<file path="config.mk">
export PLATFORM = sky130hd
export DESIGN_NAME = ssq_sequencer
export DESIGN_NICKNAME = d
export VERILOG_FILES = /design/src/ssq_pkg.sv /design/src/ssq_sequencer.sv
export VERILOG_INCLUDE_DIRS = /design/src /design/src/src
export SDC_FILE = /design/constraint.sdc
export NUM_CORES = 1
export LEC_CHECK = 0
export ABC_AREA = 1
export ABC_CLOCK_PERIOD_IN_PS = 1750
export BUFFER_PORTS_ARGS = -buffer_cell sky130_fd_sc_hd__buf_2
export CORE_MARGIN = 2
export CORE_UTILIZATION = 44
export CTS_CLUSTER_SIZE = 14
export DETAILED_ROUTE_END_ITERATION = 6
export GPL_TIMING_DRIVEN = 0
export MAX_ROUTING_LAYER = met4
export PLACE_DENSITY = 0.75
export SLEW_MARGIN = 20
export SYNTH_ARGS = -nofsm -noshare
export SYNTH_HDL_FRONTEND = slang
export SYNTH_SLANG_ARGS = --single-unit
export TNS_END_PERCENT = 1
</file>
<file path="constraint.sdc">
create_clock -name mclk_i -period 1.75 [get_ports mclk_i]
set_clock_uncertainty 0.05 [all_clocks]
set_input_delay 0.525 -clock mclk_i [delete_from_list [all_inputs] [get_ports mclk_i]]
set_output_delay 0.525 -clock mclk_i [all_outputs]
set_load 0.03 [all_outputs]
</file>
<file path="src/ssq_params.svh">
// constants for the square root sequencer
`ifndef SSQ_PARAMS_SVH
`define SSQ_PARAMS_SVH

// ********************
// register map
// ********************
`define SSQ_ADDR_CTRL    8'h00
`define SSQ_ADDR_STAT    8'h04
`define SSQ_CTRL_START   0
`define SSQ_CTRL_ODD     1
`define SSQ_STAT_PH_LSB  0
`define SSQ_STAT_LO      7
`define SSQ_STAT_CLR     8
`define SSQ_STAT_TAL_LSB 9
`define SSQ_STAT_C_LSB   16
`define SSQ_RESP_OKAY    2'h0
`define SSQ_RESP_SLVERR  2'h2

// ********************
// digit pointer figures
// ********************
`define SSQ_C_EVEN       5'h16
`define SSQ_C_ODD        5'h17
`define SSQ_C_TOP        5'h17
`define SSQ_C_SPAN       5'h18
`define SSQ_C_ZERO       5'h00

`endif

</file>
<file path="src/ssq_pkg.sv">
// types shared by the square root sequencer
`default_nettype none
package ssq_pkg;

  // cycle-phase counter, one-hot
  typedef enum logic [6:0] {
    PH_OFF      = 7'h01,
    PH_SETUP    = 7'h02,
    PH_IDLE     = 7'h04,
    PH_DOUBLE   = 7'h08,
    PH_SUBTRACT = 7'h10,
    PH_RESTORE  = 7'h20,
    PH_RECORD   = 7'h40
  } ssq_phase_t;

  // steering lines towards the adder and the storage registers
  typedef struct packed {
    logic clr_entry;
    logic clr_quot;
    logic adder_gate_first;
    logic adder_gate_second;
    logic entry_write;
    logic acc_subtract;
    logic acc_restore;
    logic quot_write_sel;
    logic quot_write_right;
    logic quot_shift_right;
    logic acc_shift_left;
  } ssq_ctl_t;

endpackage
`default_nettype wire

</file>
<file path="src/ssq_sequencer.sv">
// square root sequencer with its axi4-lite register slave
`timescale 1ns/1ps
`default_nettype none
`include "ssq_params.svh"

module ssq_sequencer (
  input  wire logic              mclk_i,
  input  wire logic              rst_n_i,
  // timing chain and adder, same clock
  input  wire logic [4:0]        digit_count_i,
  input  wire logic              units_digit_strobe_i,
  input  wire logic              word_end_i,
  input  wire logic              remainder_neg_i,
  output logic                   digit_select_strobe_o,
  output logic                   next_digit_strobe_o,
  output ssq_pkg::ssq_ctl_t      ctl_o,
  output logic [3:0]             tally_o,
  output logic                   busy_o,
  // axi4-lite slave
  input  wire logic              s_axi_awvalid_i,
  output logic                   s_axi_awready_o,
  input  wire logic [7:0]        s_axi_awaddr_i,
  input  wire logic              s_axi_wvalid_i,
  output logic                   s_axi_wready_o,
  input  wire logic [31:0]       s_axi_wdata_i,
  input  wire logic [3:0]        s_axi_wstrb_i,
  output logic                   s_axi_bvalid_o,
  input  wire logic              s_axi_bready_i,
  output logic [1:0]             s_axi_bresp_o,
  input  wire logic              s_axi_arvalid_i,
  output logic                   s_axi_arready_o,
  input  wire logic [7:0]        s_axi_araddr_i,
  output logic                   s_axi_rvalid_o,
  input  wire logic              s_axi_rready_i,
  output logic [31:0]            s_axi_rdata_o,
  output logic [1:0]             s_axi_rresp_o
);

  // ********************
  // state
  // ********************
  ssq_pkg::ssq_phase_t phase_q;
  logic [4:0]          c_q;
  logic [3:0]          tally_q;
  logic                low_order_flag_q;
  logic                clear_flag_q;
  logic                odd_q;
  logic                start_q;
  logic                finish;
  logic                aw_q;
  logic                w_q;
  logic [7:0]          awaddr_q;
  logic [31:0]         wdata_q;
  logic                wstrb0_q;
  logic                bvalid_q;
  logic [1:0]          bresp_q;
  logic                rvalid_q;
  logic [31:0]         rdata_q;
  logic [1:0]          rresp_q;
  logic                wr_go;

  // pointer step with wrap at the bottom of the 24-digit range
  function automatic logic [4:0] ssq_dec(input logic [4:0] c,
                                         input logic [4:0] n);
    logic [4:0] r;
    r = (c < n) ? c + `SSQ_C_SPAN - n : c - n;
    return r;
  endfunction

  // ********************
  // digit strobes
  // ********************
  // c counter is ours, so the strobes are compared here, no extra delay
  assign digit_select_strobe_o = (digit_count_i == c_q);
  assign next_digit_strobe_o   = (digit_count_i == c_q + 5'h01);

  // end check at the first look into subtract, before any arithmetic
  assign finish = (phase_q == ssq_pkg::PH_SUBTRACT) && clear_flag_q
                  && (c_q == `SSQ_C_TOP);

  // ********************
  // phase counter
  // ********************
  always_ff @(posedge mclk_i or negedge rst_n_i) begin
    if (!rst_n_i) begin
      phase_q <= ssq_pkg::PH_OFF;
    end else if (finish) begin
      phase_q <= ssq_pkg::PH_OFF;
    end else begin
      unique case (phase_q)
        ssq_pkg::PH_OFF: begin
          if (start_q) begin
            phase_q <= ssq_pkg::PH_SETUP;
          end
        end
        ssq_pkg::PH_SETUP: begin
          if (word_end_i) begin
            phase_q <= ssq_pkg::PH_IDLE;
          end
        end
        ssq_pkg::PH_IDLE: begin
          if (word_end_i) begin
            phase_q <= ssq_pkg::PH_DOUBLE;
          end
        end
        ssq_pkg::PH_DOUBLE: begin
          if (word_end_i) begin
            phase_q <= ssq_pkg::PH_SUBTRACT;
          end
        end
        ssq_pkg::PH_SUBTRACT: begin
          if (word_end_i && remainder_neg_i) begin
            phase_q <= ssq_pkg::PH_RESTORE;
          end
        end
        ssq_pkg::PH_RESTORE: begin
          if (word_end_i) begin
            phase_q <= ssq_pkg::PH_RECORD;
          end
        end
        ssq_pkg::PH_RECORD: begin
          if (word_end_i) begin
            phase_q <= ssq_pkg::PH_DOUBLE;
          end
        end
        default: begin
          phase_q <= ssq_pkg::PH_OFF;
        end
      endcase
    end
  end

  // ********************
  // digit pointer
  // ********************
  always_ff @(posedge mclk_i or negedge rst_n_i) begin
    if (!rst_n_i) begin
      c_q <= `SSQ_C_ZERO;
    end else if (phase_q == ssq_pkg::PH_OFF && start_q) begin
      c_q <= odd_q ? `SSQ_C_ODD : `SSQ_C_EVEN;
    end else if (phase_q == ssq_pkg::PH_RECORD && word_end_i) begin
      // single steps once the units digit is placed
      c_q <= ssq_dec(c_q, low_order_flag_q ? 5'h01 : 5'h02);
    end
  end

  // ********************
  // digit tally
  // ********************
  always_ff @(posedge mclk_i or negedge rst_n_i) begin
    if (!rst_n_i) begin
      tally_q <= 4'h0;
    end else if (phase_q == ssq_pkg::PH_OFF && start_q) begin
      tally_q <= 4'h0;
    end else if (phase_q == ssq_pkg::PH_SUBTRACT && word_end_i
                 && !remainder_neg_i && !finish) begin
      tally_q <= tally_q + 4'h1;
    end else if (phase_q == ssq_pkg::PH_RECORD && word_end_i) begin
      tally_q <= 4'h0;
    end
  end

  // ********************
  // low-order and clear flags
  // ********************
  // both live for the whole routine and drop only at the next start
  always_ff @(posedge mclk_i or negedge rst_n_i) begin
    if (!rst_n_i) begin
      low_order_flag_q <= 1'b0;
      clear_flag_q     <= 1'b0;
    end else if (phase_q == ssq_pkg::PH_OFF && start_q) begin
      low_order_flag_q <= 1'b0;
      clear_flag_q     <= 1'b0;
    end else begin
      if (phase_q == ssq_pkg::PH_RESTORE && digit_select_strobe_o
          && units_digit_strobe_i) begin
        low_order_flag_q <= 1'b1;
      end
      if (phase_q == ssq_pkg::PH_SUBTRACT && c_q == `SSQ_C_ZERO) begin
        clear_flag_q <= 1'b1;
      end
    end
  end

  // ********************
  // steering decode
  // ********************
  // decoded from flops only; the adder samples it per bit time
  always_comb begin
    ctl_o = '0;
    unique case (phase_q)
      ssq_pkg::PH_SETUP: begin
        ctl_o.clr_entry = 1'b1;
        ctl_o.clr_quot  = 1'b1;
      end
      ssq_pkg::PH_DOUBLE: begin
        ctl_o.adder_gate_first  = 1'b1;
        ctl_o.adder_gate_second = 1'b1;
        ctl_o.entry_write       = 1'b1;
      end
      ssq_pkg::PH_SUBTRACT: begin
        ctl_o.acc_subtract = !finish;
      end
      ssq_pkg::PH_RESTORE: begin
        ctl_o.acc_restore = 1'b1;
      end
      ssq_pkg::PH_RECORD: begin
        ctl_o.quot_write_sel   = low_order_flag_q;
        ctl_o.acc_shift_left   = low_order_flag_q;
        ctl_o.quot_write_right = !low_order_flag_q;
        ctl_o.quot_shift_right = !low_order_flag_q;
      end
      default: begin
        ctl_o = '0;
      end
    endcase
  end

  assign tally_o = tally_q;
  assign busy_o  = (phase_q != ssq_pkg::PH_OFF);

  // ********************
  // axi4-lite write side
  // ********************
  assign s_axi_awready_o = !aw_q && !bvalid_q;
  assign s_axi_wready_o  = !w_q && !bvalid_q;
  assign wr_go           = aw_q && w_q && !bvalid_q;

  // address and data may land in either order
  always_ff @(posedge mclk_i or negedge rst_n_i) begin
    if (!rst_n_i) begin
      aw_q     <= 1'b0;
      w_q      <= 1'b0;
      awaddr_q <= 8'h00;
      wdata_q  <= 32'h0;
      wstrb0_q <= 1'b0;
    end else begin
      if (s_axi_awvalid_i && s_axi_awready_o) begin
        aw_q     <= 1'b1;
        awaddr_q <= s_axi_awaddr_i;
      end else if (wr_go) begin
        aw_q <= 1'b0;
      end
      if (s_axi_wvalid_i && s_axi_wready_o) begin
        w_q      <= 1'b1;
        wdata_q  <= s_axi_wdata_i;
        wstrb0_q <= s_axi_wstrb_i[0];
      end else if (wr_go) begin
        w_q <= 1'b0;
      end
    end
  end

  // control register: start is a one-shot, ignored while busy
  always_ff @(posedge mclk_i or negedge rst_n_i) begin
    if (!rst_n_i) begin
      start_q <= 1'b0;
      odd_q   <= 1'b0;
    end else begin
      start_q <= 1'b0;
      if (wr_go && awaddr_q == `SSQ_ADDR_CTRL && wstrb0_q && !busy_o) begin
        start_q <= wdata_q[`SSQ_CTRL_START];
        odd_q   <= wdata_q[`SSQ_CTRL_ODD];
      end
    end
  end

  always_ff @(posedge mclk_i or negedge rst_n_i) begin
    if (!rst_n_i) begin
      bvalid_q <= 1'b0;
      bresp_q  <= `SSQ_RESP_OKAY;
    end else if (wr_go) begin
      bvalid_q <= 1'b1;
      bresp_q  <= (awaddr_q == `SSQ_ADDR_CTRL) ? `SSQ_RESP_OKAY
                                               : `SSQ_RESP_SLVERR;
    end else if (s_axi_bready_i) begin
      bvalid_q <= 1'b0;
    end
  end

  assign s_axi_bvalid_o = bvalid_q;
  assign s_axi_bresp_o  = bresp_q;

  // ********************
  // axi4-lite read side
  // ********************
  assign s_axi_arready_o = !rvalid_q;

  always_ff @(posedge mclk_i or negedge rst_n_i) begin
    if (!rst_n_i) begin
      rvalid_q <= 1'b0;
      rdata_q  <= 32'h0;
      rresp_q  <= `SSQ_RESP_OKAY;
    end else if (s_axi_arvalid_i && !rvalid_q) begin
      rvalid_q <= 1'b1;
      rdata_q  <= 32'h0;
      rresp_q  <= `SSQ_RESP_OKAY;
      if (s_axi_araddr_i == `SSQ_ADDR_CTRL) begin
        rdata_q[`SSQ_CTRL_ODD] <= odd_q;
      end else if (s_axi_araddr_i == `SSQ_ADDR_STAT) begin
        rdata_q[`SSQ_STAT_PH_LSB +: 7] <= phase_q;
        rdata_q[`SSQ_STAT_LO]          <= low_order_flag_q;
        rdata_q[`SSQ_STAT_CLR]         <= clear_flag_q;
        rdata_q[`SSQ_STAT_TAL_LSB +: 4] <= tally_q;
        rdata_q[`SSQ_STAT_C_LSB +: 5]  <= c_q;
      end else begin
        rresp_q <= `SSQ_RESP_SLVERR;
      end
    end else if (s_axi_rready_i) begin
      rvalid_q <= 1'b0;
    end
  end

  assign s_axi_rvalid_o = rvalid_q;
  assign s_axi_rdata_o  = rdata_q;
  assign s_axi_rresp_o  = rresp_q;
endmodule
`default_nettype wire

</file>
# After elaboration in Yosys (flattened, before gate mapping)
# Cells that the tools add are included.
# W data, S select, Z words.
dict set report totals {
  ff_bits 57
  latch_bits 0
  ramBits 0
  romBits 0
  inputBits 67
  memories 0
}
dict set report classes {
  addsub 5
  mul 0
  n_div 0
  order_cmp 1
  n_eq_ne 18
  n_shift 0
  mux 42
  n_bitwise 0
  reduce_logical 42
}
# op count
set ops {}
lappend ops {{$mux W7} 7}
lappend ops {{$pmux W7 S6} 1}
lappend ops {{$mux W5} 5}
lappend ops {{$logic_and A1 B1 Y1} 21}
lappend ops {{$mux W1} 17}
lappend ops {{$logic_not A8 Y1} 2}
lappend ops {{$mux W4} 4}
lappend ops {{$reduce_bool A2 Y1} 7}
lappend ops {{$mux W13} 1}
lappend ops {{$ne A3 B3 Y1 const B} 4}
lappend ops {{$mux W11} 1}
lappend ops {{$eq A5 B5 Y1} 2}
lappend ops {{$mux W2} 5}
lappend ops {{$sub A5 B2 Y5} 2}
lappend ops {{$eq A8 B3 Y1 const B} 1}
lappend ops {{$logic_not A1 Y1} 8}
lappend ops {{$eq A7 B1 Y1 const B} 1}
lappend ops {{$eq A7 B2 Y1 const B} 1}
lappend ops {{$eq A7 B3 Y1 const B} 1}
lappend ops {{$eq A7 B4 Y1 const B} 1}
lappend ops {{$eq A7 B5 Y1 const B} 1}
lappend ops {{$eq A7 B6 Y1 const B} 1}
lappend ops {{$eq A7 B7 Y1 const B} 1}
lappend ops {{$ne A7 B1 Y1 const B} 1}
lappend ops {{other kinds (12)} 12}

# Depth between registers and ports, before layout
dict set report depth {
  word_depth 7
  mapped_depth 11
}

# Worst setup path before layout
# No wires, ideal clock.
dict set report synth_timing {
  kind {register to output}
  startpoint {reg c_q[1]}
  endpoint {out next_digit_strobe_o}
  t_arrival_ns 2.071
  t_required_ns 1.175
  slack_ns -0.896
  stages_incl_launch_ff 7
  n_path_buf 0
  cell_sequence {dfrtp_1 inv_1 ha_1 xor2_1 nor2_1 nand2_1 nor4_1}
}
dict set report synth_via {
  elab_chain_cells 2
}
# item line_no
set synth_lines {}
lappend synth_lines {{start, declared} ssq_sequencer.sv:43} ;# logic [4:0] c_q;
lappend synth_lines {{start signal, assigned} ssq_sequencer.sv:138} ;# c_q <= `SSQ_C_ZERO;
lappend synth_lines {{start signal, assigned} ssq_sequencer.sv:140} ;# c_q <= odd_q ? `SSQ_C_ODD : `SSQ_C_EVEN;
lappend synth_lines {{start signal, assigned} ssq_sequencer.sv:143} ;# c_q <= ssq_dec(c_q, low_order_flag_q ? 5'h01 : 5'h02);
lappend synth_lines {{$add A5 B1 Y5} ssq_sequencer.sv:75} ;# assign next_digit_strobe_o = (digit_count_i == c_q + 5'h01);
lappend synth_lines {{$eq A5 B5 Y1} ssq_sequencer.sv:75}
lappend synth_lines {{end, declared} ssq_sequencer.sv:15} ;# output logic next_digit_strobe_o,
# No other way between the ends.

# Worst setup path after layout
dict set report layout_timing {
  startpoint {reg c_q[0]}
  endpoint {out next_digit_strobe_o}
}
# The elaborated chain is that of the path after synthesis.

==> results.toml <==
[run_status]
status = "complete, but fails checks"
violations = "negative setup slack"

[timing]
setup_violations = 17
max_freq_ghz = 0.438
worst_slew_pin_slew_ns = 0.688
rsz0062_at_grt = "yes"
setup-tns-final_ns = -5.58
period_needed_ns = 2.28
maxSlewHeadroom = 0.541
slew_viol_final = 0
layout_setup_ws_ns = -0.534
hold_viol = 0
min_period_over_period = 1.31

[logic_synthesis]
synth_edf_count = 0
yosys.area_share.simple = 0.241
syn_area_per_cell_um2 = 9.02
synthArstFlopShare = 1.00
synth_compound_area_frac = 0.0768
ys.flop_type = "dfrtp_1"
yosys_warnings = 0
synth_cell_types = 39
synthCells = 343
ys_seq_elements = 55
synthAdderAreaFrac = 0.0615
synth_top_family_by_area = "simple AND/OR/NAND/NOR gates"
synth_mux_area_frac = 0.0328
synth_xor_area_frac = 0.0340
yosysSeqAreaShare = 0.445
netlist_area_um2 = 3090

[final_layout]
finalInstanceArea_um2 = 3980
nets = 528
drive_gt1_frac = 0.408
fin_util = 0.586
syn_to_final_growth_pct = 28.8
multi_input_area_um2 = 1570
fillers = 606
antenna_cells = 0
register_area_um2 = 1380

[die]
die_h_um = 87.9
io_pins = 126
num_rows = 30
coreArea_um2 = 6790
fp.dieW_um = 87.9
initial_utilization = 0.455
dieArea_um2 = 7720

[route]
drt-initial-drc-count = 110
ant_nets = 0
vias_per_cell = 4.63
wl_per_cell_um = 12.2
vias = 2521
wirelength_um = 6650
drc = 0
firstDrtPassIters = 4

[global_route]
grt_pass1_vias = 2415
grt_use_total = 0.188
grt_pass1_wl_um = 11000
grt_remaining_overflow = 0
grt_max_degree = 56
antenna_found_initial = 0

[setup_path]
crit_fanout = 3
cp_cell_sequence = "inv_2, ha_4, xor2_1, nor2_1, nand2_1, nor4_4, buf_6"
end_kind = "primary output"
slowest_stage = "dfrtp_2"
worst-setup-path-type = "flop to primary output"
critical_path_arrival_ns = 1.71
start_kind = "flop"
cp.required_ns = 1.17
critical_path.max_stage_delay_ns = 0.45

[placed_design]
io_buffers = 76
pre_cts_slack_ns = -0.416
gp_congestion = 0.898
placed_area_um2 = 3690
place_hpwl_um = 5050

[cts]
cts_tree = "built"
root_buffer = "clkbuf_8"
clockBufferDepth = 2
numCtsBuffers = 5
clk_pin_slew_ns = 0.10
htree_levels = 2
insertion_delay_ns = 0.31
cts_num_sinks = 55
holdBufCountCts = 0

[hold_path]
hp-class = "input pin to async pin"

[flow_run]
drv_cap = 0

[pwr]
ir_worst_vdd_mv = 0.888
p_per_area_nw_per_um2 = 866
p_leak_nw = 2.08
cells in the mapped netlist, types with 2 or more instances:
cell      count  area, µm²
a21oi_1       5       25.0
buf_4        21        158
clkbuf_1      2       7.51
dfrtp_1      54       1350
fa_1          2       40.0
ha_1         12        150
inv_1        33        124
inv_2         6       22.5
mux2_1        8       90.1
nand2_1      61        229
nand2_2      11       68.8
nand3_1      30        150
nand3_2       2       20.0
nand3b_1      2       15.0
nand4_1       4       25.0
nor2_1       26       97.6
nor2_2        3       18.8
nor2_4        4       45.0
nor3_1        2       10.0
nor4_1        2       12.5
o211ai_1      2       15.0
o21ai_0       3       15.0
o21ai_1      13       65.1
o21ai_2      10       87.6
xnor2_1       6       52.6
xor2_1        6       52.6
stage by stage:
step                      instances  hold WS, ns  total power [mW]
after global routing            544        0.245              3.68
after detailed placement        530        0.417              2.67
after CTS                       544        0.218              3.45
final                           544        0.197              3.45
after global placement          530        0.410              2.63
after floorplan                 358        0.179              2.39
repair_timing:
item                       4_1_cts  5_1_grt
buffers inserted                 6        0
gates resized for setup         35       10
pin swaps                        4        0
setup endpoints to repair       17       22
worst max-delay path: cells and delay by family (launching register included):
kind	cells	cell delay, ns
xor gates and xnor gates	1	0.14
buffers and inverters	2	0.27
and+or+nand+nor	3	0.34
DFF	1	0.45
adders and majority gates	1	0.20
power by group:
part           switching, mW  internal, mW
clock                  0.405         0.325
combinational          0.678         0.414
sequential             0.146          1.48
total                   1.23          2.22
per-layer routing:
metal  vias to the layer above  global-route usage  wire length [µm]
li1                       1276                   -                 -
met1                      1147               0.239              3020
met2                        85               0.296              3060
met3                        13              0.0424               418
met4                         0              0.0629               154
met5                         -                   -                 0
worst paths after layout:
| check | from | end | slack [ns] | cells past startpoint |
|---|---|---|---|---|
| min reg2reg | s_axi_rdata_o[16] | s_axi_rdata_o[16] | 0.44 | 2 |
| max in group asynchronous | rst_n_i | c_q[2] | 0.94 | 1 |
| max | c_q[0] | next_digit_strobe_o | -0.53 | 7 |
| min | rst_n_i | s_axi_bvalid_o | 0.20 | 1 |
| max reg2reg | c_q[0] | c_q[3] | -0.34 | 11 |
| min in group mclk_i | s_axi_bready_i | s_axi_bvalid_o | 0.35 | 2 |
state kept, by name, indices dropped and copies added (netlist names), 2 cells and up:
name / count
wdata_q: 2
c_q: 5
s_axi_rdata_o: 18
phase_q: 7
tally_o: 4
awaddr_q: 8
layout make-up:
class,instances,area share
Inverter,41,0.0399
Sequential cell,55,0.347
Tap cell,96,0.0302
Multi-Input combinational cell,238,0.394
Timing Repair Buffer,82,0.120
Clock inverter,1,0.00220
Buffer,24,0.0443
Clock buffer,7,0.0217
cells in the final DEF (no fill, tap or decap), drive strengths merged:
master	count
conb	16
o21ai	26
a22oi	1
a21oi	6
nor3	3
nand3b	2
mux2	9
dfrtp	54
fa	2
ha	12
inv	40
dfstp	1
clkbuf	9
o221ai	1
nor2	34
o211ai	2
nand3	32
nand4	4
xnor2	6
clkinv	2
buf	104
or2	1
xor2	6
nor4	2
nand2	73
kinds of logic after synthesis:
kind of cell	Yosys count
simple gates	151
buf+inv	65
flops	55
compound gates	36
fa+ha+maj	14
xor+xnor	12
mux	9
other cells	1
Power figures use the tool's default switching activity.
